<file path="config.mk">
export PLATFORM = sky130hd
export DESIGN_NAME = atq_top
export DESIGN_NICKNAME = d
export VERILOG_FILES = /design/src/rtl/atq_pkg.sv /design/src/rtl/atq_top.sv
export SDC_FILE = /design/constraint.sdc
export NUM_CORES = 1
export LEC_CHECK = 0
export BUFFER_PORTS_ARGS = -buffer_cell sky130_fd_sc_hd__buf_4
export CELL_PAD_IN_SITES_DETAIL_PLACEMENT = 0
export CELL_PAD_IN_SITES_GLOBAL_PLACEMENT = 1
export CORE_ASPECT_RATIO = 1.2
export CORE_MARGIN = 2
export CORE_UTILIZATION = 40
export CTS_BUF_LIST = sky130_fd_sc_hd__clkbuf_8
export DETAILED_ROUTE_END_ITERATION = 8
export MAX_ROUTING_LAYER = met4
export PLACE_DENSITY = 0.65
export RECOVER_POWER = 50
export SETUP_SLACK_MARGIN = 0.4
export SLEW_MARGIN = 20
export SYNTH_ARGS = -nofsm -noshare
export SYNTH_HDL_FRONTEND = slang
export SYNTH_SLANG_ARGS = --single-unit
export TNS_END_PERCENT = 10
</file>
<file path="constraint.sdc">
create_clock -name clk -period 11.2 [get_ports clk]
set_input_delay 1.68 -clock clk [delete_from_list [all_inputs] [get_ports clk]]
set_output_delay 1.68 -clock clk [all_outputs]
set_load 0.02 [all_outputs]
</file>
<file path="src/rtl/atq_pkg.sv">
// Constants for the asynchronous transmit packet queue: register map,
// control quadlet fields, transaction codes and status bit positions.
// Assumes one clock domain and a simple strobe register port.
// Summary of operation
// - Final quadlet queues packet with no further action
// - Arbitrate only once whole packet is stored
// - Transaction code selects the packet format
// - No-data: control, destination, offset or response code
// - Speed code 00/01/10 selects 100/200/400
// - Only retry codes retry1 and retryX supported
// - Quadlet format: fourth quadlet data or byte count
// - Block format: length and extended code, then data
// - Last data quadlet zero-padded to whole quadlet
// - Unformatted: control quadlet dropped, no CRC added
// - Status flags show when a queue accepts quadlets
`default_nettype none

package atq_pkg;

   // ****************************************************************
   // Register map (byte addresses)
   // ****************************************************************
   localparam int ADDR_W = 8;
   localparam logic [ADDR_W-1:0] OFS_REQUEST_BODY = 8'h00;
   localparam logic [ADDR_W-1:0] OFS_REQUEST_FINAL = 8'h04;
   localparam logic [ADDR_W-1:0] OFS_RESPONSE_BODY = 8'h08;
   localparam logic [ADDR_W-1:0] OFS_RESPONSE_FINAL = 8'h0c;
   localparam logic [ADDR_W-1:0] OFS_STATUS = 8'h10;
   localparam logic [ADDR_W-1:0] OFS_CONTROL = 8'h14;

   // ****************************************************************
   // Control quadlet fields
   // ****************************************************************
   localparam int SPD_LSB = 16;
   localparam int RETRY_LSB = 8;
   localparam int TCODE_LSB = 4;

   localparam logic [1:0] SPD_100 = 2'h0;
   localparam logic [1:0] SPD_200 = 2'h1;
   localparam logic [1:0] SPD_400 = 2'h2;
   localparam logic [1:0] RETRY_ONE = 2'h0;
   localparam logic [1:0] RETRY_X = 2'h1;

   localparam logic [3:0] TC_QWRITE_REQ = 4'h0;
   localparam logic [3:0] TC_BWRITE_REQ = 4'h1;
   localparam logic [3:0] TC_WRITE_RSP = 4'h2;
   localparam logic [3:0] TC_QREAD_REQ = 4'h4;
   localparam logic [3:0] TC_BREAD_REQ = 4'h5;
   localparam logic [3:0] TC_QREAD_RSP = 4'h6;
   localparam logic [3:0] TC_BREAD_RSP = 4'h7;
   localparam logic [3:0] TC_LOCK_REQ = 4'h9;
   localparam logic [3:0] TC_LOCK_RSP = 4'hb;
   localparam logic [3:0] TC_UNFORMATTED = 4'he;

   typedef enum logic [2:0] {
      FMT_NO_DATA,
      FMT_QUADLET,
      FMT_BLOCK,
      FMT_UNFORMATTED,
      FMT_UNKNOWN
   } atq_format_t;

   // ****************************************************************
   // Status and control bits
   // ****************************************************************
   localparam int ST_REQ_SPACE = 0;
   localparam int ST_RSP_SPACE = 1;
   localparam int ST_BUSY = 2;
   localparam int ST_REQ_CNT_LSB = 4;
   localparam int ST_RSP_CNT_LSB = 8;
   localparam int ST_BAD_SPEED = 12;
   localparam int ST_BAD_RETRY = 13;
   localparam int ST_OVERFLOW = 14;
   localparam int ST_BAD_TCODE = 15;
   localparam int CT_ENABLE = 0;
   localparam int CT_RSP_FIRST = 1;
   localparam logic [1:0] CTRL_RESET = 2'h3;

endpackage

`default_nettype wire

</file>
<file path="src/rtl/atq_top.sv">
// Asynchronous transmit packet queue: a request and a response queue
// filled quadlet by quadlet from a strobe register port, and a send
// engine that arbitrates and streams whole packets to the link core.
// Assumes the link core and the arbiter run on clk; no synchronisers.
//
// Added by the designer: the address map and the address-and-strobe port.
`default_nettype none

// ********************************************************************
// Packet word queue
// ********************************************************************
module atq_fifo #(
   parameter int WIDTH = 33,
   parameter int DEPTH = 8
) (
   // Clock and reset
   input wire logic clk,
   input wire logic reset,
   // Filling side
   input wire logic in_valid,
   output logic in_ready,
   input wire logic [WIDTH-1:0] in_data,
   // Draining side
   output logic out_valid,
   input wire logic out_ready,
   output logic [WIDTH-1:0] out_data
);
   localparam int PTR_W = $clog2(DEPTH);
   localparam logic [PTR_W:0] FULL_CNT = (PTR_W+1)'(DEPTH);
   localparam logic [PTR_W-1:0] LAST_PTR = PTR_W'(DEPTH-1);

   logic [WIDTH-1:0] mem [DEPTH];
   logic [PTR_W-1:0] wr_ptr_q;
   logic [PTR_W-1:0] rd_ptr_q;
   logic [PTR_W:0] count_q;
   logic push;
   logic pop;

   // Honest flags straight from the occupancy count
   assign in_ready = (count_q != FULL_CNT);
   assign out_valid = (count_q != '0);
   assign out_data = mem[rd_ptr_q];
   assign push = in_valid && in_ready;
   assign pop = out_valid && out_ready;

   // Storage has no reset; only pointers define content
   always_ff @(posedge clk) begin
      if (push) begin
         mem[wr_ptr_q] <= in_data;
      end
   end

   // Pointers wrap at any depth, not only powers of two
   always_ff @(posedge clk or posedge reset) begin
      if (reset) begin
         wr_ptr_q <= '0;
         rd_ptr_q <= '0;
      end else begin
         if (push) begin
            wr_ptr_q <= (wr_ptr_q == LAST_PTR) ? '0 : wr_ptr_q + 1'b1;
         end
         if (pop) begin
            rd_ptr_q <= (rd_ptr_q == LAST_PTR) ? '0 : rd_ptr_q + 1'b1;
         end
      end
   end

   // Occupancy
   always_ff @(posedge clk or posedge reset) begin
      if (reset) begin
         count_q <= '0;
      end else if (push && !pop) begin
         count_q <= count_q + 1'b1;
      end else if (pop && !push) begin
         count_q <= count_q - 1'b1;
      end
   end
endmodule

// ********************************************************************
// Transmit queue top
// ********************************************************************
module atq_top
   import atq_pkg::*;
#(
   parameter int DEPTH = 8
) (
   // Clock and reset
   input wire logic clk,
   input wire logic reset,
   // Register port
   input wire logic [ADDR_W-1:0] reg_addr,
   input wire logic [31:0] reg_wdata,
   input wire logic reg_write,
   input wire logic reg_read,
   output logic [31:0] reg_rdata,
   // Bus arbitration
   output logic arb_request,
   input wire logic arb_grant,
   // Packet stream to the link core
   output logic tx_valid,
   input wire logic tx_ready,
   output logic [31:0] tx_data,
   output logic tx_last,
   output logic [1:0] tx_speed,
   output logic tx_no_crc
);
   localparam int CNT_W = $clog2(DEPTH) + 1;

   typedef enum logic [1:0] {
      SEND_IDLE,
      SEND_ARB,
      SEND_HEAD,
      SEND_BODY
   } atq_send_t;

   // Format decode, used for the head check and status
   function automatic atq_format_t fmt_of(input logic [3:0] tcode);
      case (tcode)
         TC_QREAD_REQ, TC_WRITE_RSP: fmt_of = FMT_NO_DATA;
         TC_QWRITE_REQ, TC_QREAD_RSP, TC_BREAD_REQ: fmt_of = FMT_QUADLET;
         TC_BWRITE_REQ, TC_BREAD_RSP, TC_LOCK_REQ, TC_LOCK_RSP: fmt_of = FMT_BLOCK;
         TC_UNFORMATTED: fmt_of = FMT_UNFORMATTED;
         default: fmt_of = FMT_UNKNOWN;
      endcase
   endfunction

   atq_send_t state_q;
   logic sel_rsp_q;
   logic loaded_last_q;
   logic [1:0] ctrl_q;
   logic bad_speed_q;
   logic bad_retry_q;
   logic overflow_q;
   logic bad_tcode_q;
   logic [CNT_W-1:0] req_pkts_q;
   logic [CNT_W-1:0] rsp_pkts_q;
   logic [31:0] reg_rdata_q;
   logic arb_request_q;
   logic tx_valid_q;
   logic [31:0] tx_data_q;
   logic tx_last_q;
   logic [1:0] tx_speed_q;
   logic tx_no_crc_q;

   logic req_in_valid;
   logic req_in_ready;
   logic rsp_in_valid;
   logic rsp_in_ready;
   logic req_out_valid;
   logic rsp_out_valid;
   logic [32:0] req_out_data;
   logic [32:0] rsp_out_data;
   logic is_final;
   logic head_valid;
   logic [32:0] head_word;
   logic [3:0] head_tcode;
   logic [1:0] head_speed;
   logic [1:0] head_retry;
   logic pop;
   logic load;
   logic pkt_done;
   logic req_done;
   logic rsp_done;
   logic req_added;
   logic rsp_added;
   logic clr_write;
   logic [31:0] status_word;

   // ****************************************************************
   // Queue writes
   // ****************************************************************
   // Body and final ports share one queue; the flag rides in bit 32
   assign is_final = (reg_addr == OFS_REQUEST_FINAL) || (reg_addr == OFS_RESPONSE_FINAL);
   assign req_in_valid = reg_write && ((reg_addr == OFS_REQUEST_BODY) ||
                                       (reg_addr == OFS_REQUEST_FINAL));
   assign rsp_in_valid = reg_write && ((reg_addr == OFS_RESPONSE_BODY) ||
                                       (reg_addr == OFS_RESPONSE_FINAL));
   assign req_added = req_in_valid && req_in_ready && is_final;
   assign rsp_added = rsp_in_valid && rsp_in_ready && is_final;

   atq_fifo #(.WIDTH(33), .DEPTH(DEPTH)) u_req_fifo (
      .clk(clk),
      .reset(reset),
      .in_valid(req_in_valid),
      .in_ready(req_in_ready),
      .in_data({is_final, reg_wdata}),
      .out_valid(req_out_valid),
      .out_ready(pop && !sel_rsp_q),
      .out_data(req_out_data)
   );

   atq_fifo #(.WIDTH(33), .DEPTH(DEPTH)) u_rsp_fifo (
      .clk(clk),
      .reset(reset),
      .in_valid(rsp_in_valid),
      .in_ready(rsp_in_ready),
      .in_data({is_final, reg_wdata}),
      .out_valid(rsp_out_valid),
      .out_ready(pop && sel_rsp_q),
      .out_data(rsp_out_data)
   );

   // ****************************************************************
   // Head of the selected queue
   // ****************************************************************
   assign head_valid = sel_rsp_q ? rsp_out_valid : req_out_valid;
   assign head_word = sel_rsp_q ? rsp_out_data : req_out_data;
   assign head_tcode = head_word[TCODE_LSB +: 4];
   assign head_speed = head_word[SPD_LSB +: 2];
   assign head_retry = head_word[RETRY_LSB +: 2];

   // Output stage is free or draining, and the last word is not out yet
   assign load = (state_q == SEND_BODY) && head_valid && !loaded_last_q && (!tx_valid_q || tx_ready);
   // Unformatted control quadlet is discarded, never sent
   assign pop = load || ((state_q == SEND_HEAD) && fmt_of(head_tcode) == FMT_UNFORMATTED);
   assign pkt_done = ((state_q == SEND_BODY) && tx_valid_q && tx_ready && tx_last_q) ||
                     ((state_q == SEND_HEAD) && fmt_of(head_tcode) == FMT_UNFORMATTED && head_word[32]);
   assign req_done = pkt_done && !sel_rsp_q;
   assign rsp_done = pkt_done && sel_rsp_q;

   // ****************************************************************
   // Complete packet counts
   // ****************************************************************
   // A packet counts only once its final quadlet is stored
   always_ff @(posedge clk or posedge reset) begin
      if (reset) begin
         req_pkts_q <= '0;
         rsp_pkts_q <= '0;
      end else begin
         if (req_added && !req_done) begin
            req_pkts_q <= req_pkts_q + 1'b1;
         end else if (req_done && !req_added) begin
            req_pkts_q <= req_pkts_q - 1'b1;
         end
         if (rsp_added && !rsp_done) begin
            rsp_pkts_q <= rsp_pkts_q + 1'b1;
         end else if (rsp_done && !rsp_added) begin
            rsp_pkts_q <= rsp_pkts_q - 1'b1;
         end
      end
   end

   // ****************************************************************
   // Send engine
   // ****************************************************************
   // Limitation: a packet longer than the queue depth can never complete
   always_ff @(posedge clk or posedge reset) begin
      if (reset) begin
         state_q <= SEND_IDLE;
         sel_rsp_q <= 1'b0;
      end else begin
         case (state_q)
            SEND_IDLE: begin
               if (ctrl_q[CT_ENABLE] && (req_pkts_q != '0 || rsp_pkts_q != '0)) begin
                  // Responses go first when asked, else requests lead
                  sel_rsp_q <= (rsp_pkts_q != '0) && (ctrl_q[CT_RSP_FIRST] || req_pkts_q == '0);
                  state_q <= SEND_ARB;
               end
            end
            SEND_ARB: begin
               if (arb_grant) begin
                  state_q <= SEND_HEAD;
               end
            end
            SEND_HEAD: begin
               state_q <= pkt_done ? SEND_IDLE : SEND_BODY;
            end
            SEND_BODY: begin
               if (pkt_done) begin
                  state_q <= SEND_IDLE;
               end
            end
            default: state_q <= SEND_IDLE;
         endcase
      end
   end

   // Arbitration request raised the cycle after SEND_ARB is entered, held until grant
   always_ff @(posedge clk or posedge reset) begin
      if (reset) begin
         arb_request_q <= 1'b0;
      end else begin
         arb_request_q <= (state_q == SEND_ARB) && !arb_grant;
      end
   end

   // Per-packet attributes caught from the control quadlet
   always_ff @(posedge clk or posedge reset) begin
      if (reset) begin
         tx_speed_q <= SPD_100;
         tx_no_crc_q <= 1'b0;
      end else if (state_q == SEND_HEAD) begin
         // Undefined speed falls back to the slowest rate
         tx_speed_q <= (head_speed == SPD_100 || head_speed == SPD_200 ||
                        head_speed == SPD_400) ? head_speed : SPD_100;
         tx_no_crc_q <= (fmt_of(head_tcode) == FMT_UNFORMATTED);
      end
   end

   // Output word register, padding already sits in the stored quadlets
   always_ff @(posedge clk or posedge reset) begin
      if (reset) begin
         tx_valid_q <= 1'b0;
         tx_data_q <= '0;
         tx_last_q <= 1'b0;
         loaded_last_q <= 1'b0;
      end else begin
         if (load) begin
            tx_valid_q <= 1'b1;
            tx_data_q <= head_word[31:0];
            tx_last_q <= head_word[32];
            loaded_last_q <= head_word[32];
         end else if (tx_valid_q && tx_ready) begin
            tx_valid_q <= 1'b0;
            tx_last_q <= 1'b0;
         end
         if (state_q == SEND_HEAD) begin
            loaded_last_q <= 1'b0;
         end
      end
   end

   // ****************************************************************
   // Control and sticky status
   // ****************************************************************
   assign clr_write = reg_write && (reg_addr == OFS_STATUS);

   always_ff @(posedge clk or posedge reset) begin
      if (reset) begin
         ctrl_q <= CTRL_RESET;
      end else if (reg_write && reg_addr == OFS_CONTROL) begin
         ctrl_q <= reg_wdata[1:0];
      end
   end

   // Write one to clear; a new event in the same cycle wins
   always_ff @(posedge clk or posedge reset) begin
      if (reset) begin
         bad_speed_q <= 1'b0;
         bad_retry_q <= 1'b0;
         bad_tcode_q <= 1'b0;
         overflow_q <= 1'b0;
      end else begin
         if (state_q == SEND_HEAD && !(head_speed inside {SPD_100, SPD_200, SPD_400})) begin
            bad_speed_q <= 1'b1;
         end else if (clr_write && reg_wdata[ST_BAD_SPEED]) begin
            bad_speed_q <= 1'b0;
         end
         if (state_q == SEND_HEAD && fmt_of(head_tcode) != FMT_UNFORMATTED &&
             head_retry != RETRY_ONE && head_retry != RETRY_X) begin
            bad_retry_q <= 1'b1;
         end else if (clr_write && reg_wdata[ST_BAD_RETRY]) begin
            bad_retry_q <= 1'b0;
         end
         if (state_q == SEND_HEAD && fmt_of(head_tcode) == FMT_UNKNOWN) begin
            bad_tcode_q <= 1'b1;
         end else if (clr_write && reg_wdata[ST_BAD_TCODE]) begin
            bad_tcode_q <= 1'b0;
         end
         // A write to a full queue is dropped and flagged
         if ((req_in_valid && !req_in_ready) || (rsp_in_valid && !rsp_in_ready)) begin
            overflow_q <= 1'b1;
         end else if (clr_write && reg_wdata[ST_OVERFLOW]) begin
            overflow_q <= 1'b0;
         end
      end
   end

   // ****************************************************************
   // Register reads
   // ****************************************************************
   always_comb begin
      status_word = '0;
      status_word[ST_REQ_SPACE] = req_in_ready;
      status_word[ST_RSP_SPACE] = rsp_in_ready;
      status_word[ST_BUSY] = (state_q != SEND_IDLE);
      status_word[ST_REQ_CNT_LSB +: CNT_W] = req_pkts_q;
      status_word[ST_RSP_CNT_LSB +: CNT_W] = rsp_pkts_q;
      status_word[ST_BAD_SPEED] = bad_speed_q;
      status_word[ST_BAD_RETRY] = bad_retry_q;
      status_word[ST_OVERFLOW] = overflow_q;
      status_word[ST_BAD_TCODE] = bad_tcode_q;
   end

   // Queue ports and unmapped addresses read as zero
   always_ff @(posedge clk or posedge reset) begin
      if (reset) begin
         reg_rdata_q <= '0;
      end else if (reg_read) begin
         case (reg_addr)
            OFS_STATUS: reg_rdata_q <= status_word;
            OFS_CONTROL: reg_rdata_q <= {30'h0, ctrl_q};
            default: reg_rdata_q <= '0;
         endcase
      end else begin
         reg_rdata_q <= '0;
      end
   end

   // ****************************************************************
   // Outputs
   // ****************************************************************
   assign reg_rdata = reg_rdata_q;
   assign arb_request = arb_request_q;
   assign tx_valid = tx_valid_q;
   assign tx_data = tx_data_q;
   assign tx_last = tx_last_q;
   assign tx_speed = tx_speed_q;
   assign tx_no_crc = tx_no_crc_q;
endmodule

`default_nettype wire

</file>
Word-level counts from Yosys, hierarchy flattened
Memories as Yosys holds them, arrays and structs flattened.
Index checks and enable logic that the tools add are counted.
{"block": "op_classes", "add_sub_neg": 12, "eq_ne": 25, "n_mux": 40, "reduce_logical": 95}
{"op": "1-bit logical AND", "n": 46}
{"op": "33-bit 2-to-1 mux", "n": 1}
{"op": "32-bit 2-to-1 mux", "n": 1}
{"op": "4-bit 2-to-1 mux", "n": 8}
{"op": "16-bit one-hot mux with 2 select lines", "n": 1}
{"op": "2-bit nonzero test", "n": 12}
{"op": "1-bit 2-to-1 mux", "n": 18}
{"op": "4-bit by 1-bit adder with 4-bit output, second input constant", "n": 4}
{"op": "8-bit by 4-bit == test with 1-bit output, second input constant", "n": 2}
{"op": "8-bit by 5-bit == test with 1-bit output, second input constant", "n": 2}
{"op": "4-bit nonzero test", "n": 4}
{"op": "4-bit by 1-bit subtractor with 4-bit output, second input constant", "n": 4}
{"op": "3-bit == test, second input constant", "n": 5}
{"op": "1-bit zero test", "n": 15}
{"op": "3-bit 2-to-1 mux", "n": 5}
{"op": "3-bit by 1-bit adder with 3-bit output, second input constant", "n": 4}
{"op": "1-bit logical OR", "n": 11}
{"op": "2-bit 2-to-1 mux", "n": 5}
{"op": "3-bit by 2-bit == test with 1-bit output, second input constant", "n": 3}
{"op": "8-bit by 3-bit == test with 1-bit output, second input constant", "n": 1}
{"op": "8-bit zero test", "n": 1}
{"op": "4-bit != test, second input constant", "n": 2}
{"op": "2-bit one-hot mux with 4 select lines", "n": 1}
{"op": "2-bit == test, second input constant", "n": 3}
{"op": "other kinds (9)", "n": 13}
{"block": "totals", "reg_bits": 108, "ram_bits": 528, "romBits": 240, "input_bits": 46, "output_inout_bits": 70, "wordCells": 202, "memories": 7}
{"name": "u_req_fifo.mem", "words": 8, "word_bits": 33, "read_ports": 1, "rd_clocked_by_memory_dff": 0, "wr": 1, "line": "atq_top.sv:32", "source": "logic [WIDTH-1:0] mem [DEPTH];"}
{"name": "u_rsp_fifo.mem", "words": 8, "word_bits": 33, "read_ports": 1, "rd_clocked_by_memory_dff": 0, "wr": 1, "line": "atq_top.sv:32"}
{"name": "(no name shown)", "words": 16, "word_bits": 3, "read_ports": 1, "rd_clocked_by_memory_dff": 0, "wr": 0, "line": "atq_top.sv:119", "source": "case (tcode)"}
{"name": "(no name shown)", "words": 16, "word_bits": 3, "read_ports": 1, "rd_clocked_by_memory_dff": 0, "wr": 0, "line": "atq_top.sv:119"}
{"name": "(no name shown)", "words": 16, "word_bits": 3, "read_ports": 1, "rd_clocked_by_memory_dff": 0, "wr": 0, "line": "atq_top.sv:119"}
{"name": "(no name shown)", "words": 16, "word_bits": 3, "read_ports": 1, "rd_clocked_by_memory_dff": 0, "wr": 0, "line": "atq_top.sv:119"}
{"name": "1 more memories"}

Depth between registers and ports, before layout
Gate-level depths: netlist of the first run.
{"block": "depth", "ltp_word": 11, "ltp_mapped": 22, "depth_no_buf": 20}

By module
A second synthesis of the first run with hierarchy kept.
{"block": "hier_totals", "hier_cells": 1250, "hier_area_um2": 25045.3}
{"module": "atq_fifo", "n_inst": 2, "cells_per_inst": 446, "area_per_inst_um2": 10687.8, "seq_area_each_um2": 8177.8}
{"module": "atq_top", "n_inst": 1, "cells_per_inst": 358, "area_per_inst_um2": 3669.8, "seq_area_each_um2": 1779.2}

Least setup slack after synthesis of the first run
No wires, ideal clock.
{"block": "synth_path", "kind": "input to register", "startpoint": "input reg_addr[1]", "endpoint": "memory u_rsp_fifo.mem[4][0] (enable)", "setup_time_ps": 518, "arrival_time_ps": 6394, "required_ps": 10682, "path_slack_ps": 4288, "path_stages": 6, "path_buffers": 0, "path_cell_list": "or4_1 -> nor2_1 -> nand2_1 -> nor2_1 -> nand3_1 -> nor4b_1"}
{"block": "synth_via", "elab_chain_len": 6, "word_cells_on_any_way": 7, "classes_between": "2 x eq/ne; 2 x mux; 3 x reduce/logical"}
{"item": "start: declaration", "line": "atq_top.sv:92", "source": "input wire logic [ADDR_W-1:0] reg_addr,"}
{"item": "8-bit by 4-bit == test with 1-bit output, on equally long branches", "line": "atq_top.sv:177, atq_top.sv:178"}
{"item": "1-bit logical OR *", "line": "atq_top.sv:177", "source": "assign rsp_in_valid = reg_write && ((reg_addr == OFS_RESPONSE_BODY) ||"}
{"item": "1-bit logical AND *", "line": "atq_top.sv:177"}
{"item": "1-bit logical AND *", "line": "atq_top.sv:43", "source": "assign push = in_valid && in_ready;"}
{"item": "1-bit 2-to-1 mux *", "line": "atq_top.sv:48", "source": "if (push) begin"}
{"item": "1-bit 2-to-1 mux (not written as such) *", "line": "atq_top.sv:49", "source": "mem[wr_ptr_q] <= in_data;"}
{"item": "end: declaration", "line": "atq_top.sv:32"}
Every way passes the cells marked *; elsewhere a longest branch is shown, timed or not.

Final worst setup path of the first run
{"block": "layout_path", "startpoint": "register sel_rsp_q", "endpoint": "register u_rsp_fifo.count_q[3]"}
{"block": "layout_via", "elab_chain_len": 10, "word_cells_on_any_way": 16, "classes_between": "1 x eq/ne; 3 x mux; 11 x reduce/logical; 1 x memory"}
{"item": "start: declaration", "line": "atq_top.sv:129", "source": "logic sel_rsp_q;"}
{"item": "start signal: assignment", "line": "atq_top.sv:257", "source": "sel_rsp_q <= (rsp_pkts_q != '0) && (ctrl_q[CT_RSP_FIRST] || req_pkts_q == '0);"}
{"item": "33-bit 2-to-1 mux or 1-bit 2-to-1 mux (tied branches)", "line": "atq_top.sv:208, atq_top.sv:207"}
{"item": "memory 16 x 3 bit or 1-bit logical AND (tied branches)"}
{"item": "3-bit by 2-bit == test with 1-bit output or 1-bit logical AND (tied branches)", "line": "atq_top.sv:216, atq_top.sv:214"}
{"item": "1-bit logical AND, on equally long branches", "line": "atq_top.sv:216, atq_top.sv:214"}
{"item": "1-bit logical OR", "line": "atq_top.sv:216", "source": "assign pop = load || ((state_q == SEND_HEAD) && fmt_of(head_tcode) == FMT_UNFORMATTED);"}
{"item": "1-bit logical AND *", "line": "atq_top.sv:200", "source": ".out_ready(pop && sel_rsp_q),"}
{"item": "1-bit logical AND *", "line": "atq_top.sv:44", "source": "assign pop = out_valid && out_ready;"}
{"item": "1-bit zero test", "line": "atq_top.sv:72", "source": "end else if (push && !pop) begin"}
{"item": "1-bit logical AND", "line": "atq_top.sv:72"}
{"item": "4-bit 2-to-1 mux or 2-bit nonzero test (tied branches)"}
{"item": "end signal: assignment", "line": "atq_top.sv:73", "source": "count_q <= count_q + 1'b1;"}
{"item": "end signal: assignment", "line": "atq_top.sv:75", "source": "count_q <= count_q - 1'b1;"}
{"item": "end: declaration", "line": "atq_top.sv:35", "source": "logic [PTR_W:0] count_q;"}
Marked as above.
A chain may end at the register's enable or synchronous reset.

==> impl_metrics.sql, run 1 <==
INSERT INTO impl_metrics (metric_group, metric, value, unit) VALUES
('status', 'status', 'finished with violations', ''),
('status', 'failed_checks', 'max-capacitance violations, max-slew violations', ''),
('placed_design', 'final_hpwl_dp', '30600', 'µm'),
('synth', 'ys_types', '59', ''),
('clock_network', 'cts_tree', 'yes', ''),
('floorplanning', 'rows', '99', ''),
('sta', 'fmaxAchievable', '168', 'MHz'),
('sta', 'period_needed', '5.95', 'ns'),
('sta', 'worstMarginPinSlew', '2.70', 'ns'),
('synth', 'synth-adder-area-share', '1.54', '%'),
('route', 'post-route-drc-count', '0', ''),
('synth', 'synth_area_leader_cell', 'sky130_fd_sc_hd__edfxtp_1', ''),
('final_layout', 'post_route_cells_drive_above_1_share', '27.3', '%'),
('clock_network', 'postCtsSetupRepairBufs', '0', ''),
('worst_setup_path', 'worst_setup_path_start_kind', 'flip-flop', ''),
('global_routing', 'grt_first_pass_wirelength', '80200', 'µm'),
('floorplanning', 'die_height', '276', 'µm'),
('route', 'postRouteAntennaNets', '0', ''),
('synth', 'synth-xor-area-share', '0.569', '%'),
('clock_network', 'tritoncts_num_sinks', '619', ''),
('sta', 'hold_viol', '0', ''),
('power', 'post-layout-total-power', '5.92', 'mW'),
('final_layout', 'final_common_cell', 'sky130_fd_sc_hd__edfxtp_1', ''),
('synth', 'register_bit_total_from_synthesis', '619', ''),
('clock_network', 'clk_path_buf_depth', '3', ''),
('final_layout', 'layout.cells.most_common_list', 'sky130_fd_sc_hd__edfxtp_1 (528), sky130_fd_sc_hd__mux4_2 (127), sky130_fd_sc_hd__clkbuf_8 (104)', ''),
('route', 'drt-initial-drc-count', '775', ''),
('power', 'vdd.ir_drop.worst', '96.9', 'µV'),
('synth', 'synthesis.area', '24600', 'µm²'),
('floorplanning', 'dieWidth', '231', 'µm'),
('sta', 'unrepaired_setup_endpoints_after_global_routing', 'no', ''),
('clock_network', 'ctsRootBufferMaster', 'sky130_fd_sc_hd__clkbuf_8', ''),
('sta', 'fin_tns_setup', '0', 'ns'),
('synth', 'synth.top_cells.by_area', 'sky130_fd_sc_hd__edfxtp_1 (64%), sky130_fd_sc_hd__mux4_2 (12%), sky130_fd_sc_hd__dfrtp_1 (9.0%)', ''),
('sta', 'final_max_slew_viol_count', '143', ''),
('synth', 'dominant_combinational_cell_family_by_area_after_synthesis', 'multiplexers', ''),
('floorplanning', 'die_area', '63600', 'µm²'),
('final_layout', 'area_growth_syn_to_layout', '14.8', '%'),
('synth', 'synth_simple_gate_area_share', '3.61', '%'),
('global_routing', 'first_global_vias', '12944', ''),
('route', 'drt-vias-per-instance', '5.17', ''),
('clock_network', 'worstSkewPairLatency', '0.69', 'ns'),
('sta', 'finClkSkew', '0.0333', 'ns'),
('global_routing', 'grt_max_degree', '59', ''),
('worst_setup_path', 'worst-endpoint-arrival', '6.52', 'ns'),
('route', 'wl_per_cell', '22.5', 'µm'),
('synth', 'netlist.area_leader.share', '64.4', '%'),
('route', 'finalWirelength', '53000', 'µm'),
('sta', 'max_slew_margin', '-80.8', '%'),
('worst_setup_path', 'end_kind', 'flip-flop', ''),
('final_layout', 'finalNetCount', '1533', ''),
('global_routing', 'antenna_found_initial', '2', ''),
('synth', 'synthFlopType', 'sky130_fd_sc_hd__edfxtp_1', ''),
('worst_hold_path', 'worst_hold_path_type', 'flip-flop to flip-flop', ''),
('floorplanning', 'core', '60800', 'µm²'),
('power', 'power.leakage', '9.48', 'nW'),
('synth', 'synth_edf_count', '528', ''),
('placed_design', 'buffers_added_on_ports', '98', ''),
('worst_setup_path', 'cp.required', '11.77', 'ns'),
('final_layout', 'fillerInstances', '5201', ''),
('route', 'drt_pre_antenna_iters', '5', ''),
('synth', 'synth_compound_gate_area_share', '2.95', '%'),
('synth', 'synth_cells', '1292', ''),
('global_routing', 'grt_util_all_layers', '17.6', '%'),
('clock_network', 'cts_hold_repair.buffers', '0', ''),
('sta', 'final.period_utilization', '53.1', '%'),
('sta', 'finalSetupViolCount', '0', ''),
('route', 'detailroute.via_count', '12174', ''),
('clock_network', 'cts_buf_count', '97', ''),
('run', 'maxCapViolCount', '3', ''),
('synth', 'synth-seq-area-share', '73.6', '%');
-- through the flow --
stage | setup WS [ns] | util, % | cell area [µm²] | hold slack, ns | std cells
after floorplan | 4.29 | - | 24700 | 0.429 | 1308
after global placement | 5.96 | 43.4 | 26400 | 0.464 | 2168
after detailed placement | 5.90 | 43.4 | 26400 | 0.472 | 2168
after CTS | 6.16 | 46.8 | 28400 | 0.486 | 2351
after global routing | 4.87 | 46.5 | 28300 | 0.508 | 2353
final | 5.25 | 46.5 | 28300 | 0.478 | 2353
-- where the power goes --
group / leakage (nW) / internal [mW] / switching (mW) / total (mW)
Sequential: 5.87 / 2.61 / 0.164 / 2.77
Clock: 1.14 / 1.10 / 0.891 / 1.99
Combinational: 2.47 / 0.552 / 0.604 / 1.16
Total: 9.48 / 4.26 / 1.66 / 5.92
-- path summary, 6_finish.rpt --
path	startpoint	end	slack, ns	cells after the start
worst max-delay path	sel_rsp_q	u_rsp_fifo.count_q[3]	5.25	13
worst min-delay path	tx_data[8]	tx_data[8]	0.48	2
worst max register to register	sel_rsp_q	u_rsp_fifo.count_q[3]	5.25	13
worst min register to register	tx_data[8]	tx_data[8]	0.48	2
max in group asynchronous	reset	u_rsp_fifo.rd_ptr_q[0]	5.89	3
min in group asynchronous	reset	req_pkts_q[3]	1.76	2
-- layer usage --
metal | GRT usage [%] | up-vias | wire length (µm)
met3 | 3.33 | 88 | 2770
met1 | 21.5 | 6353 | 21900
met2 | 29.3 | 279 | 27000
met5 | - | - | 0
li1 | - | 5454 | -
met4 | 6.62 | 0 | 1330
-- kinds of logic after synthesis --
group | after synthesis
AND/OR/NAND/NOR | 194
flip-flops | 619
AO/OA/AOI/OAI | 117
multiplexers | 223
other | 1
buffers and inverters | 94
XOR/XNOR | 16
adder cells (fa/ha/maj) | 28
-- critical path, stage by stage, from the launching register on --
cell                       delay, ns
sky130_fd_sc_hd__dfrtp_1        1.00
sky130_fd_sc_hd__clkbuf_1       1.96
sky130_fd_sc_hd__o41ai_1        0.70
sky130_fd_sc_hd__a211o_1        0.48
sky130_fd_sc_hd__o221ai_2       0.32
sky130_fd_sc_hd__inv_1          0.10
sky130_fd_sc_hd__ha_1           0.23
sky130_fd_sc_hd__inv_1          0.12
sky130_fd_sc_hd__ha_1           0.24
sky130_fd_sc_hd__a21o_1         0.17
sky130_fd_sc_hd__a21oi_1        0.17
sky130_fd_sc_hd__xnor2_1        0.14
sky130_fd_sc_hd__nor2_1         0.06
sky130_fd_sc_hd__xor2_1         0.14
-- cell type report --
cell class / count / area [µm²] / area share (%)
clock inverters: 79 / 626 / 2.21
diodes: 2 / 5.00 / 0.0177
flip-flops and latches: 619 / 18200 / 64.2
clock buffers: 104 / 1430 / 5.06
well taps: 808 / 1010 / 3.58
inverters: 16 / 61.3 / 0.217
repair buffers: 130 / 811 / 2.87
multi-input cells: 595 / 6170 / 21.8
-- registers in the layout, indices dropped and copies added (netlist names), 4 cells and up --
register and flops:
u_rsp_fifo.count_q 4, u_req_fifo.count_q 4, req_pkts_q 4, rsp_pkts_q 4, u_rsp_fifo.mem 264, u_req_fifo.mem 264, tx_data 32, reg_rdata 15
-- synthesized netlist by cell type, drive strengths merged, types with 2 or more instances --
master / instances
clkbuf: 33
or3: 3
buf: 45
nand2: 93
mux2: 47
nor2b: 6
o221ai: 2
nand3b: 2
o21ai: 67
o22ai: 3
nor3b: 4
o21a: 2
a22o: 2
xor2: 4
and2: 14
a21o: 6
mux2i: 49
o31ai: 3
o41ai: 2
a211oi: 4
nor4b: 2
fa: 4
nand2b: 6
or2: 2
ha: 24
nand3: 7
a32oi: 2
edfxtp: 528
a211o: 2
nor3: 12
mux4: 127
dfstp: 2
xnor2: 12
nor4: 4
a21oi: 14
nor2: 37
dfrtp: 89
inv: 16
(Power assumes the default switching activity.)
==> inputs of run 2 (changes only) <==
--- a/config.mk
+++ b/config.mk
@@ -5,6 +5,7 @@
 export SDC_FILE = /design/constraint.sdc
 export NUM_CORES = 1
 export LEC_CHECK = 0
+export ABC_AREA = 1
 export BUFFER_PORTS_ARGS = -buffer_cell sky130_fd_sc_hd__buf_4
 export CELL_PAD_IN_SITES_DETAIL_PLACEMENT = 0
 export CELL_PAD_IN_SITES_GLOBAL_PLACEMENT = 1
@@ -14,7 +15,7 @@
 export CTS_BUF_LIST = sky130_fd_sc_hd__clkbuf_8
 export DETAILED_ROUTE_END_ITERATION = 8
 export MAX_ROUTING_LAYER = met4
-export PLACE_DENSITY = 0.65
+export PLACE_DENSITY = 0.7
 export RECOVER_POWER = 50
 export SETUP_SLACK_MARGIN = 0.4
 export SLEW_MARGIN = 20
==> constraint.sdc (replaced) <==
create_clock -name clk -period 5.2 [get_ports clk]
set_input_delay 0.78 -clock clk [delete_from_list [all_inputs] [get_ports clk]]
set_output_delay 0.78 -clock clk [all_outputs]
set_load 0.02 [all_outputs]
==> run 2 against run 1 <==
Effect of this change:
- the run still ends with max-capacitance violations, max-slew violations left
- setup slack lost 4.4 ns
- sequential share of layout area grew 0.53 points
- count of clock-buffer cells in the layout is the same
- register-to-register slack lost 4.4 ns
- critical path depth grew 8
- largest cell class unchanged
==> impl_metrics.sql, run 2 <==
INSERT INTO impl_metrics (metric_group, metric, value, unit) VALUES
('worst_setup_path', 'timing.critical_path.depth', '21', ''),
('sta', 'final_max_slew_viol_count', '94', ''),
('clock_network', 'postCtsSetupRepairBufs', '0', ''),
('worst_setup_path', 'end_kind', 'flip-flop', ''),
('floorplanning', 'die_height', '277', 'µm'),
('power', 'switch_share', '36.9', '%'),
('power', 'comb_power_share', '30.1', '%'),
('power', 'pwr-share-seq', '42.9', '%'),
('run', 'maxCapViolCount', '2', ''),
('synth', 'synth_area_leader_cell', 'sky130_fd_sc_hd__edfxtp_1', ''),
('global_routing', 'grt_overflow', '0', ''),
('route', 'drt-vias-per-instance', '5.45', ''),
('synth', 'post_synth_most_frequent_cells', 'sky130_fd_sc_hd__edfxtp_1 (528), sky130_fd_sc_hd__nor2_1 (322), sky130_fd_sc_hd__o21ai_0 (269), sky130_fd_sc_hd__nand2_1 (118), sky130_fd_sc_hd__dfrtp_1 (89)', ''),
('route', 'post-route-drc-count', '0', ''),
('global_routing', 'grt_first_pass_wirelength', '98400', 'µm'),
('placed_design', 'placed_cells', '2726', ''),
('synth', 'synthFlopType', 'sky130_fd_sc_hd__edfxtp_1', ''),
('placed_design', 'final_hpwl_dp', '36600', 'µm'),
('floorplanning', 'core', '61800', 'µm²'),
('final_layout', 'final_area', '28000', 'µm²'),
('floorplanning', 'dieWidth', '232', 'µm'),
('final_layout', 'layout.cells.most_common_list', 'sky130_fd_sc_hd__edfxtp_1 (528), sky130_fd_sc_hd__nor2_1 (325), sky130_fd_sc_hd__o21ai_0 (269)', ''),
('clock_network', 'cts_hold_repair.buffers', '0', ''),
('route', 'drt-initial-drc-count', '1416', ''),
('worst_setup_path', 'setup.reg_to_reg.worst_slack', '0.81', 'ns'),
('clock_network', 'ctsRootBufferMaster', 'sky130_fd_sc_hd__clkbuf_8', ''),
('clock_network', 'htree_num_levels', '3', ''),
('floorplanning', 'num_io_pins', '116', ''),
('placed_design', 'placement.cell_area', '26400', 'µm²'),
('sta', 'finalSetupViolCount', '0', ''),
('worst_setup_path', 'worstReg2RegStart', 'sel_rsp_q', ''),
('sta', 'max_slew_margin', '-104', '%'),
('synth', 'synth.top_cells.by_area', 'sky130_fd_sc_hd__edfxtp_1 (64%), sky130_fd_sc_hd__dfrtp_1 (9.0%), sky130_fd_sc_hd__o21ai_0 (5.4%)', ''),
('power', 'vdd.ir_drop.worst', '267', 'µV'),
('clock_network', 'cts_buf_count', '97', ''),
('synth', 'ys_types', '51', ''),
('synth', 'avgSynthCellArea', '13.2', 'µm²'),
('worst_setup_path', 'critPathTopFamily', 'simple AND/OR/NAND/NOR gates', ''),
('status', 'status', 'finished with violations', ''),
('synth', 'synthesis.area', '24900', 'µm²'),
('power', 'powerDensity', '505', 'nW/µm²'),
('sta', 'worstMarginPinSlew', '3.05', 'ns'),
('route', 'postRouteAntennaNets', '0', ''),
('worst_setup_path', 'crit_slowest_cell', 'sky130_fd_sc_hd__inv_1', ''),
('route', 'drt_pre_antenna_iters', '5', ''),
('sta', 'hold_viol', '0', ''),
('final_layout', 'finalNetCount', '2083', ''),
('synth', 'synth_edf_count', '528', ''),
('global_routing', 'antenna_found_initial', '5', ''),
('synth', 'synthMostInstantiatedCell', 'sky130_fd_sc_hd__edfxtp_1', ''),
('global_routing', 'grt_max_degree', '75', ''),
('worst_setup_path', 'crit_type', 'flip-flop to flip-flop', ''),
('synth', 'synth_cells', '1890', ''),
('worst_setup_path', 'worst_setup_path_start_kind', 'flip-flop', ''),
('final_layout', 'stdcell_count', '2909', ''),
('route', 'finalWirelength', '65700', 'µm'),
('worst_setup_path', 'capture_point_of_the_worst_reg_to_reg_path', 'req_pkts_q[3]', ''),
('power', 'power.net_switching', '5.22', 'mW'),
('placed_design', 'buffers_added_on_ports', '98', ''),
('synth', 'register_bit_total_from_synthesis', '619', ''),
('final_layout', 'area_growth_syn_to_layout', '12.7', '%'),
('synth', 'netlist.area_leader.share', '63.7', '%'),
('synth', 'synth-seq-area-share', '72.9', '%'),
('floorplanning', 'rows', '100', ''),
('sta', 'finClkSkew', '0.0326', 'ns'),
('worst_setup_path', 'critical_path.startpoint', 'sel_rsp_q', ''),
('worst_setup_path', 'cp.required', '5.75', 'ns'),
('worst_setup_path', 'worstPathBufferInverterCount', '3', ''),
('power', 'post-layout-total-power', '14.2', 'mW'),
('global_routing', 'first_global_vias', '16068', ''),
('clock_network', 'clk_path_buf_depth', '3', ''),
('sta', 'period_needed', '4.39', 'ns'),
('clock_network', 'tritoncts_num_sinks', '619', ''),
('sta', 'unrepaired_setup_endpoints_after_global_routing', 'no', ''),
('clock_network', 'worstSkewPairLatency', '0.69', 'ns'),
('route', 'detailroute.via_count', '15861', ''),
('sta', 'final.period_utilization', '84.5', '%'),
('worst_setup_path', 'worstPathCellList', 'inv_1, o211ai_1, nand2_1, inv_1, ha_1, nand3b_1, nand3_2, nand2_2, nand4_1, nand2_1, nand2_1, ha_1, inv_1, ha_1, nand2_1, nor2_1, a211oi_1, nand2_1, nand2_1, nor2_1, xor2_1', ''),
('clock_network', 'cts_tree', 'yes', ''),
('worst_hold_path', 'worst_hold_path_type', 'input port to flip-flop', ''),
('synth', 'postSynth.asyncResetShare', '14.7', '%'),
('placed_design', 'dpl_worst_slack', '1.01', 'ns'),
('power', 'power.internal', '8.93', 'mW'),
('worst_setup_path', 'path_max_fanout', '17', ''),
('power', 'power.leakage', '9.75', 'nW'),
('power', 'share_clk_of_total_power', '27.0', '%'),
('final_layout', 'post_route_cells_drive_above_1_share', '13.1', '%'),
('floorplanning', 'die_area', '64200', 'µm²'),
('status', 'failed_checks', 'max-capacitance violations, max-slew violations', ''),
('global_routing', 'grt_util_all_layers', '21.2', '%'),
('sta', 'fin_tns_setup', '0', 'ns'),
('worst_setup_path', 'critical_path.most_common_cell', 'sky130_fd_sc_hd__nand2_1', ''),
('worst_setup_path', 'worst-r2r-cell-count', '21', ''),
('placed_design', 'globalplace.congestion', '0.807', ''),
('final_layout', 'final_common_cell', 'sky130_fd_sc_hd__edfxtp_1', ''),
('clock_network', 'clock_transition_at_the_registers_of_the_reported_paths', '0.06', 'ns'),
('clock_network', 'cts-resized-gates', '0', ''),
('sta', 'layout_setup_ws', '0.807', 'ns'),
('floorplanning', 'initial_utilization', '40.3', '%'),
('worst_setup_path', 'crit_path_end', 'req_pkts_q[3]', ''),
('sta', 'fmaxAchievable', '228', 'MHz'),
('route', 'wl_per_cell', '22.6', 'µm'),
('worst_setup_path', 'slowest_delay', '0.76', 'ns'),
('worst_setup_path', 'worst-endpoint-arrival', '4.94', 'ns'),
('synth', 'synth_warnings', '0', '');
==> run 2: changes by cell type after synthesis, moves of 46 or more <==
cell | before | now
sky130_fd_sc_hd__o22ai_1 | 2 | 51
sky130_fd_sc_hd__mux4_2 | 127 | 0
sky130_fd_sc_hd__nor2_1 | 37 | 322
sky130_fd_sc_hd__mux2i_1 | 49 | 0
sky130_fd_sc_hd__o21ai_0 | 66 | 269
sky130_fd_sc_hd__o221ai_1 | 0 | 73
sky130_fd_sc_hd__o211ai_1 | 1 | 47
==> run 2: final cells by class <==
cell class                 count  area, µm²
antenna                        5       12.5
clock buffer                 104       1430
multi-input combinational   1092       5920
inverter                      63        248
fill                        5643      33800
tap                          816       1020
sequential                   619      18100
clock inverter                74        360
timing repair buffer         136        893
==> run 2: how the worst min path moves through the flow <==
stage / start / endpoint / slack (ns) / depth (start not counted)
finish: arb_grant / arb_request / 0.26 / 2
global route: arb_grant / arb_request / 0.24 / 2
CTS: arb_grant / arb_request / 0.20 / 2
detailed placement: tx_data[17] / tx_data[17] / 0.48 / 2
global placement: tx_data[17] / tx_data[17] / 0.47 / 2
floorplan: req_pkts_q[3] / req_pkts_q[3] / 0.46 / 1
==> run 2: kinds of logic (layout without fill, tap and decap cells) <==
family / count (synthesis) / after routing / synth area share [%]
buffers and inverters: 195 / 377 / 3.83
DFF: 619 / 619 / 72.9
xor gates and xnor gates: 12 / 12 / 0.422
other: 1 / 22 / 0.0151
muxes: 1 / 1 / 0.0453
and+or+nand+nor: 543 / 543 / 9.31
adders and majority gates: 28 / 28 / 1.53
AOI/OAI and AO/OA: 491 / 491 / 12.0
==> run 2: layer usage <==
layer  part of all wire, %  global-route usage, %
met3                   6.0                   3.90
met4                   2.8                   8.53
met2                    49                   34.1
met5                     0                      -
met1                    42                   26.4
==> run 2: stage by stage <==
stage          hold WS (ns)  util (%)
6_report              0.257      45.4
5_1_grt               0.235      45.4
4_1_cts               0.202      45.6
3_5_place_dp          0.478      42.7
3_3_place_gp          0.467      42.7
2_1_floorplan         0.464         -
==> run 2: power by group through the flow <==
stage	logic [mW]	registers, mW	clock network (mW)
4_1_cts	4.31	6.07	3.91
3_3_place_gp	4.22	6.15	0
6_report	4.26	6.08	3.82
2_1_floorplan	2.98	6.06	0
5_1_grt	4.74	6.12	4.11
3_5_place_dp	4.30	6.16	0
==> inputs of run 3 (changes only) <==
--- a/config.mk
+++ b/config.mk
@@ -5,7 +5,7 @@
 export SDC_FILE = /design/constraint.sdc
 export NUM_CORES = 1
 export LEC_CHECK = 0
-export ABC_AREA = 1
+export ABC_AREA = 0
 export BUFFER_PORTS_ARGS = -buffer_cell sky130_fd_sc_hd__buf_4
 export CELL_PAD_IN_SITES_DETAIL_PLACEMENT = 0
 export CELL_PAD_IN_SITES_GLOBAL_PLACEMENT = 1
@@ -15,7 +15,7 @@
 export CTS_BUF_LIST = sky130_fd_sc_hd__clkbuf_8
 export DETAILED_ROUTE_END_ITERATION = 8
 export MAX_ROUTING_LAYER = met4
-export PLACE_DENSITY = 0.7
+export PLACE_DENSITY = 0.65
 export RECOVER_POWER = 50
 export SETUP_SLACK_MARGIN = 0.4
 export SLEW_MARGIN = 20
==> constraint.sdc (replaced) <==
create_clock -name clk -period 4.2 [get_ports clk]
set_input_delay 0.63 -clock clk [delete_from_list [all_inputs] [get_ports clk]]
set_output_delay 0.63 -clock clk [all_outputs]
set_load 0.02 [all_outputs]
==> run 3 against run 2 <==
Effect of this change:
- the run still ends with max-capacitance violations, max-slew violations left
- sequential cell count unchanged
- count of clock-buffer cells in the layout up 4
- critical path depth unchanged
- cell area up 2.5%
==> impl_metrics.sql, run 3 (synthesis gave the netlist of run 1 again) <==
INSERT INTO impl_metrics (metric_group, metric, value, unit) VALUES
('final_layout', 'fillerInstances', '5169', ''),
('power', 'pwr-share-seq', '46.0', '%'),
('floorplanning', 'die_height', '276', 'µm'),
('global_routing', 'grt_overflow', '0', ''),
('floorplanning', 'dieWidth', '231', 'µm'),
('global_routing', 'grt_max_degree', '60', ''),
('sta', 'fmaxAchievable', '251', 'MHz'),
('route', 'drt-vias-per-instance', '5.18', ''),
('floorplanning', 'num_io_pins', '116', ''),
('worst_setup_path', 'path_max_fanout', '6', ''),
('power', 'power.leakage', '9.63', 'nW'),
('power', 'switch_share', '28.6', '%'),
('sta', 'unrepaired_setup_endpoints_after_global_routing', 'yes', ''),
('sta', 'final_max_slew_viol_count', '60', ''),
('final_layout', 'area_growth_syn_to_layout', '16.7', '%'),
('final_layout', 'post_route_cells_drive_above_1_share', '30.3', '%'),
('sta', 'hold_viol', '0', ''),
('global_routing', 'grt_util_all_layers', '17.9', '%'),
('floorplanning', 'core', '60800', 'µm²'),
('route', 'finalWirelength', '54200', 'µm'),
('final_layout', 'seq_area', '18200', 'µm²'),
('route', 'detailroute.via_count', '12364', ''),
('worst_setup_path', 'worst_setup_path_start_kind', 'flip-flop', ''),
('worst_hold_path', 'worst_hold_path_type', 'input port to flip-flop', ''),
('placed_design', 'globalplace.congestion', '0.795', ''),
('clock_network', 'clock_transition_at_the_registers_of_the_reported_paths', '0.07', 'ns'),
('placed_design', 'placed_cells', '2184', ''),
('status', 'status', 'finished with violations', ''),
('floorplanning', 'rows', '99', ''),
('clock_network', 'ctsRootBufferMaster', 'sky130_fd_sc_hd__clkbuf_8', ''),
('final_layout', 'final_area', '28700', 'µm²'),
('sta', 'worstMarginPinSlew', '2.82', 'ns'),
('clock_network', 'cts_hold_repair.buffers', '0', ''),
('clock_network', 'worstSkewPairLatency', '0.68', 'ns'),
('sta', 'max_slew_margin', '-88.8', '%'),
('power', 'comb_power_share', '23.0', '%'),
('clock_network', 'clk_path_buf_depth', '3', ''),
('clock_network', 'htree_num_levels', '3', ''),
('route', 'wl_per_cell', '22.7', 'µm'),
('sta', 'finClkSkew', '0.0302', 'ns'),
('clock_network', 'cts_tree', 'yes', ''),
('placed_design', 'buffers_added_on_ports', '98', ''),
('sta', 'layout_setup_ws', '0.223', 'ns'),
('placed_design', 'final_hpwl_dp', '30200', 'µm'),
('worst_setup_path', 'end_kind', 'flip-flop', ''),
('run', 'maxCapViolCount', '1', ''),
('sta', 'period_needed', '3.98', 'ns'),
('global_routing', 'antenna_found_initial', '3', ''),
('route', 'postRouteAntennaNets', '0', ''),
('final_layout', 'final_common_cell', 'sky130_fd_sc_hd__edfxtp_1', ''),
('power', 'power.internal', '11.2', 'mW'),
('route', 'drt-initial-drc-count', '690', ''),
('route', 'post-route-drc-count', '0', ''),
('final_layout', 'finalNetCount', '1567', ''),
('status', 'failed_checks', 'max-capacitance violations, max-slew violations', ''),
('route', 'drt_pre_antenna_iters', '6', ''),
('power', 'vdd.ir_drop.worst', '263', 'µV'),
('power', 'power.net_switching', '4.49', 'mW'),
('sta', 'finalHoldWorstSlack', '0.131', 'ns'),
('placed_design', 'placement.cell_area', '26700', 'µm²'),
('placed_design', 'dpl_worst_slack', '-0.0340', 'ns'),
('global_routing', 'grt_first_pass_wirelength', '80900', 'µm'),
('clock_network', 'tritoncts_num_sinks', '619', ''),
('power', 'share_clk_of_total_power', '31.0', '%'),
('worst_setup_path', 'cp.required', '4.76', 'ns'),
('worst_setup_path', 'crit_type', 'flip-flop to flip-flop', ''),
('power', 'post-layout-total-power', '15.7', 'mW'),
('sta', 'finalSetupViolCount', '0', ''),
('worst_setup_path', 'worst-endpoint-arrival', '4.53', 'ns'),
('clock_network', 'cts_buf_count', '95', ''),
('power', 'powerDensity', '546', 'nW/µm²'),
('final_layout', 'multi_input_comb_area', '6380', 'µm²'),
('sta', 'final.period_utilization', '94.7', '%'),
('final_layout', 'layout.cells.most_common_list', 'sky130_fd_sc_hd__edfxtp_1 (528), sky130_fd_sc_hd__mux4_2 (127), sky130_fd_sc_hd__clkbuf_8 (108)', ''),
('final_layout', 'stdcell_count', '2386', ''),
('floorplanning', 'initial_utilization', '40.5', '%'),
('global_routing', 'first_global_vias', '13081', ''),
('floorplanning', 'die_area', '63600', 'µm²');
==> run 3: path summary, 6_finish.rpt <==
kind | slack [ns] | end | cells after the start | from
min in group asynchronous | 0.75 | tx_valid | 2 | reset
setup reg to reg | 0.22 | u_rsp_fifo.rd_ptr_q[2] | 21 | u_req_fifo.rd_ptr_q[0]
setup / recovery | 0.22 | u_rsp_fifo.rd_ptr_q[2] | 21 | u_req_fifo.rd_ptr_q[0]
max in group asynchronous | 1.51 | tx_data[18] | 3 | reset
hold reg to reg | 0.48 | tx_data[26] | 2 | tx_data[26]
hold / removal | 0.13 | arb_request | 2 | arb_grant
==> run 3: final cells by class <==
class	count	area share (%)
tap	808	3.52
clock buffer	108	5.17
timing repair buffer	166	4.35
inverter	16	0.213
multi-input combinational	595	22.2
sequential	619	63.1
clock inverter	71	1.39
antenna	3	0.0261
==> run 3: critical path: stages (launching register included) <==
cell and delay, ns:
sky130_fd_sc_hd__dfrtp_4 0.47, sky130_fd_sc_hd__mux4_2 0.50, sky130_fd_sc_hd__mux2_4 0.31, sky130_fd_sc_hd__nor2_4 0.12, sky130_fd_sc_hd__a21oi_4 0.05, sky130_fd_sc_hd__inv_2 0.11
sky130_fd_sc_hd__buf_4 0.11, sky130_fd_sc_hd__buf_6 0.09, sky130_fd_sc_hd__ha_4 0.20, sky130_fd_sc_hd__a22oi_4 0.25, sky130_fd_sc_hd__buf_6 0.14, sky130_fd_sc_hd__o221ai_2 0.10
sky130_fd_sc_hd__buf_4 0.17, sky130_fd_sc_hd__buf_4 0.12, sky130_fd_sc_hd__buf_4 0.12, sky130_fd_sc_hd__buf_4 0.12, sky130_fd_sc_hd__buf_4 0.12, sky130_fd_sc_hd__buf_4 0.12
sky130_fd_sc_hd__buf_4 0.12, sky130_fd_sc_hd__buf_4 0.12, sky130_fd_sc_hd__buf_6 0.12, sky130_fd_sc_hd__mux2_4 0.28
==> run 3: power by group through the flow <==
stage / clock, mW / sequential, mW / combinational, mW
global route: 5.28 / 7.27 / 3.95
global placement: 0 / 7.34 / 3.40
finish: 4.87 / 7.22 / 3.61
detailed placement: 0 / 7.35 / 3.43
CTS: 5.02 / 7.22 / 3.53
floorplan: 0 / 7.44 / 2.22
==> run 3: repair_timing <==
item                                    4_1_cts  5_1_grt
gates cloned                                  0        0
gates resized for setup                      15       23
setup buffers                                14        6
pin swaps                                     7       14
endpoints found under the setup margin       12       15
==> run 3: per-layer routing <==
layer | vias up | wire length (µm) | global-route usage, %
met3 | 96 | 2530 | 3.07
met5 | - | 0 | -
li1 | 5516 | - | -
met4 | 0 | 1400 | 6.91
met1 | 6452 | 22500 | 21.4
met2 | 300 | 27800 | 30.6
==> run 3: metrics by stage <==
| stage | utilization, % | TNS, ns |
|---|---|---|
| 4_1_cts | 47.3 | 0 |
| 5_1_grt | 47.3 | 0 |
| 3_5_place_dp | 44.0 | -0.0504 |
| 3_3_place_gp | 44.0 | 0 |
| 2_1_floorplan | - | -58.32 |
| 6_report | 47.3 | 0 |
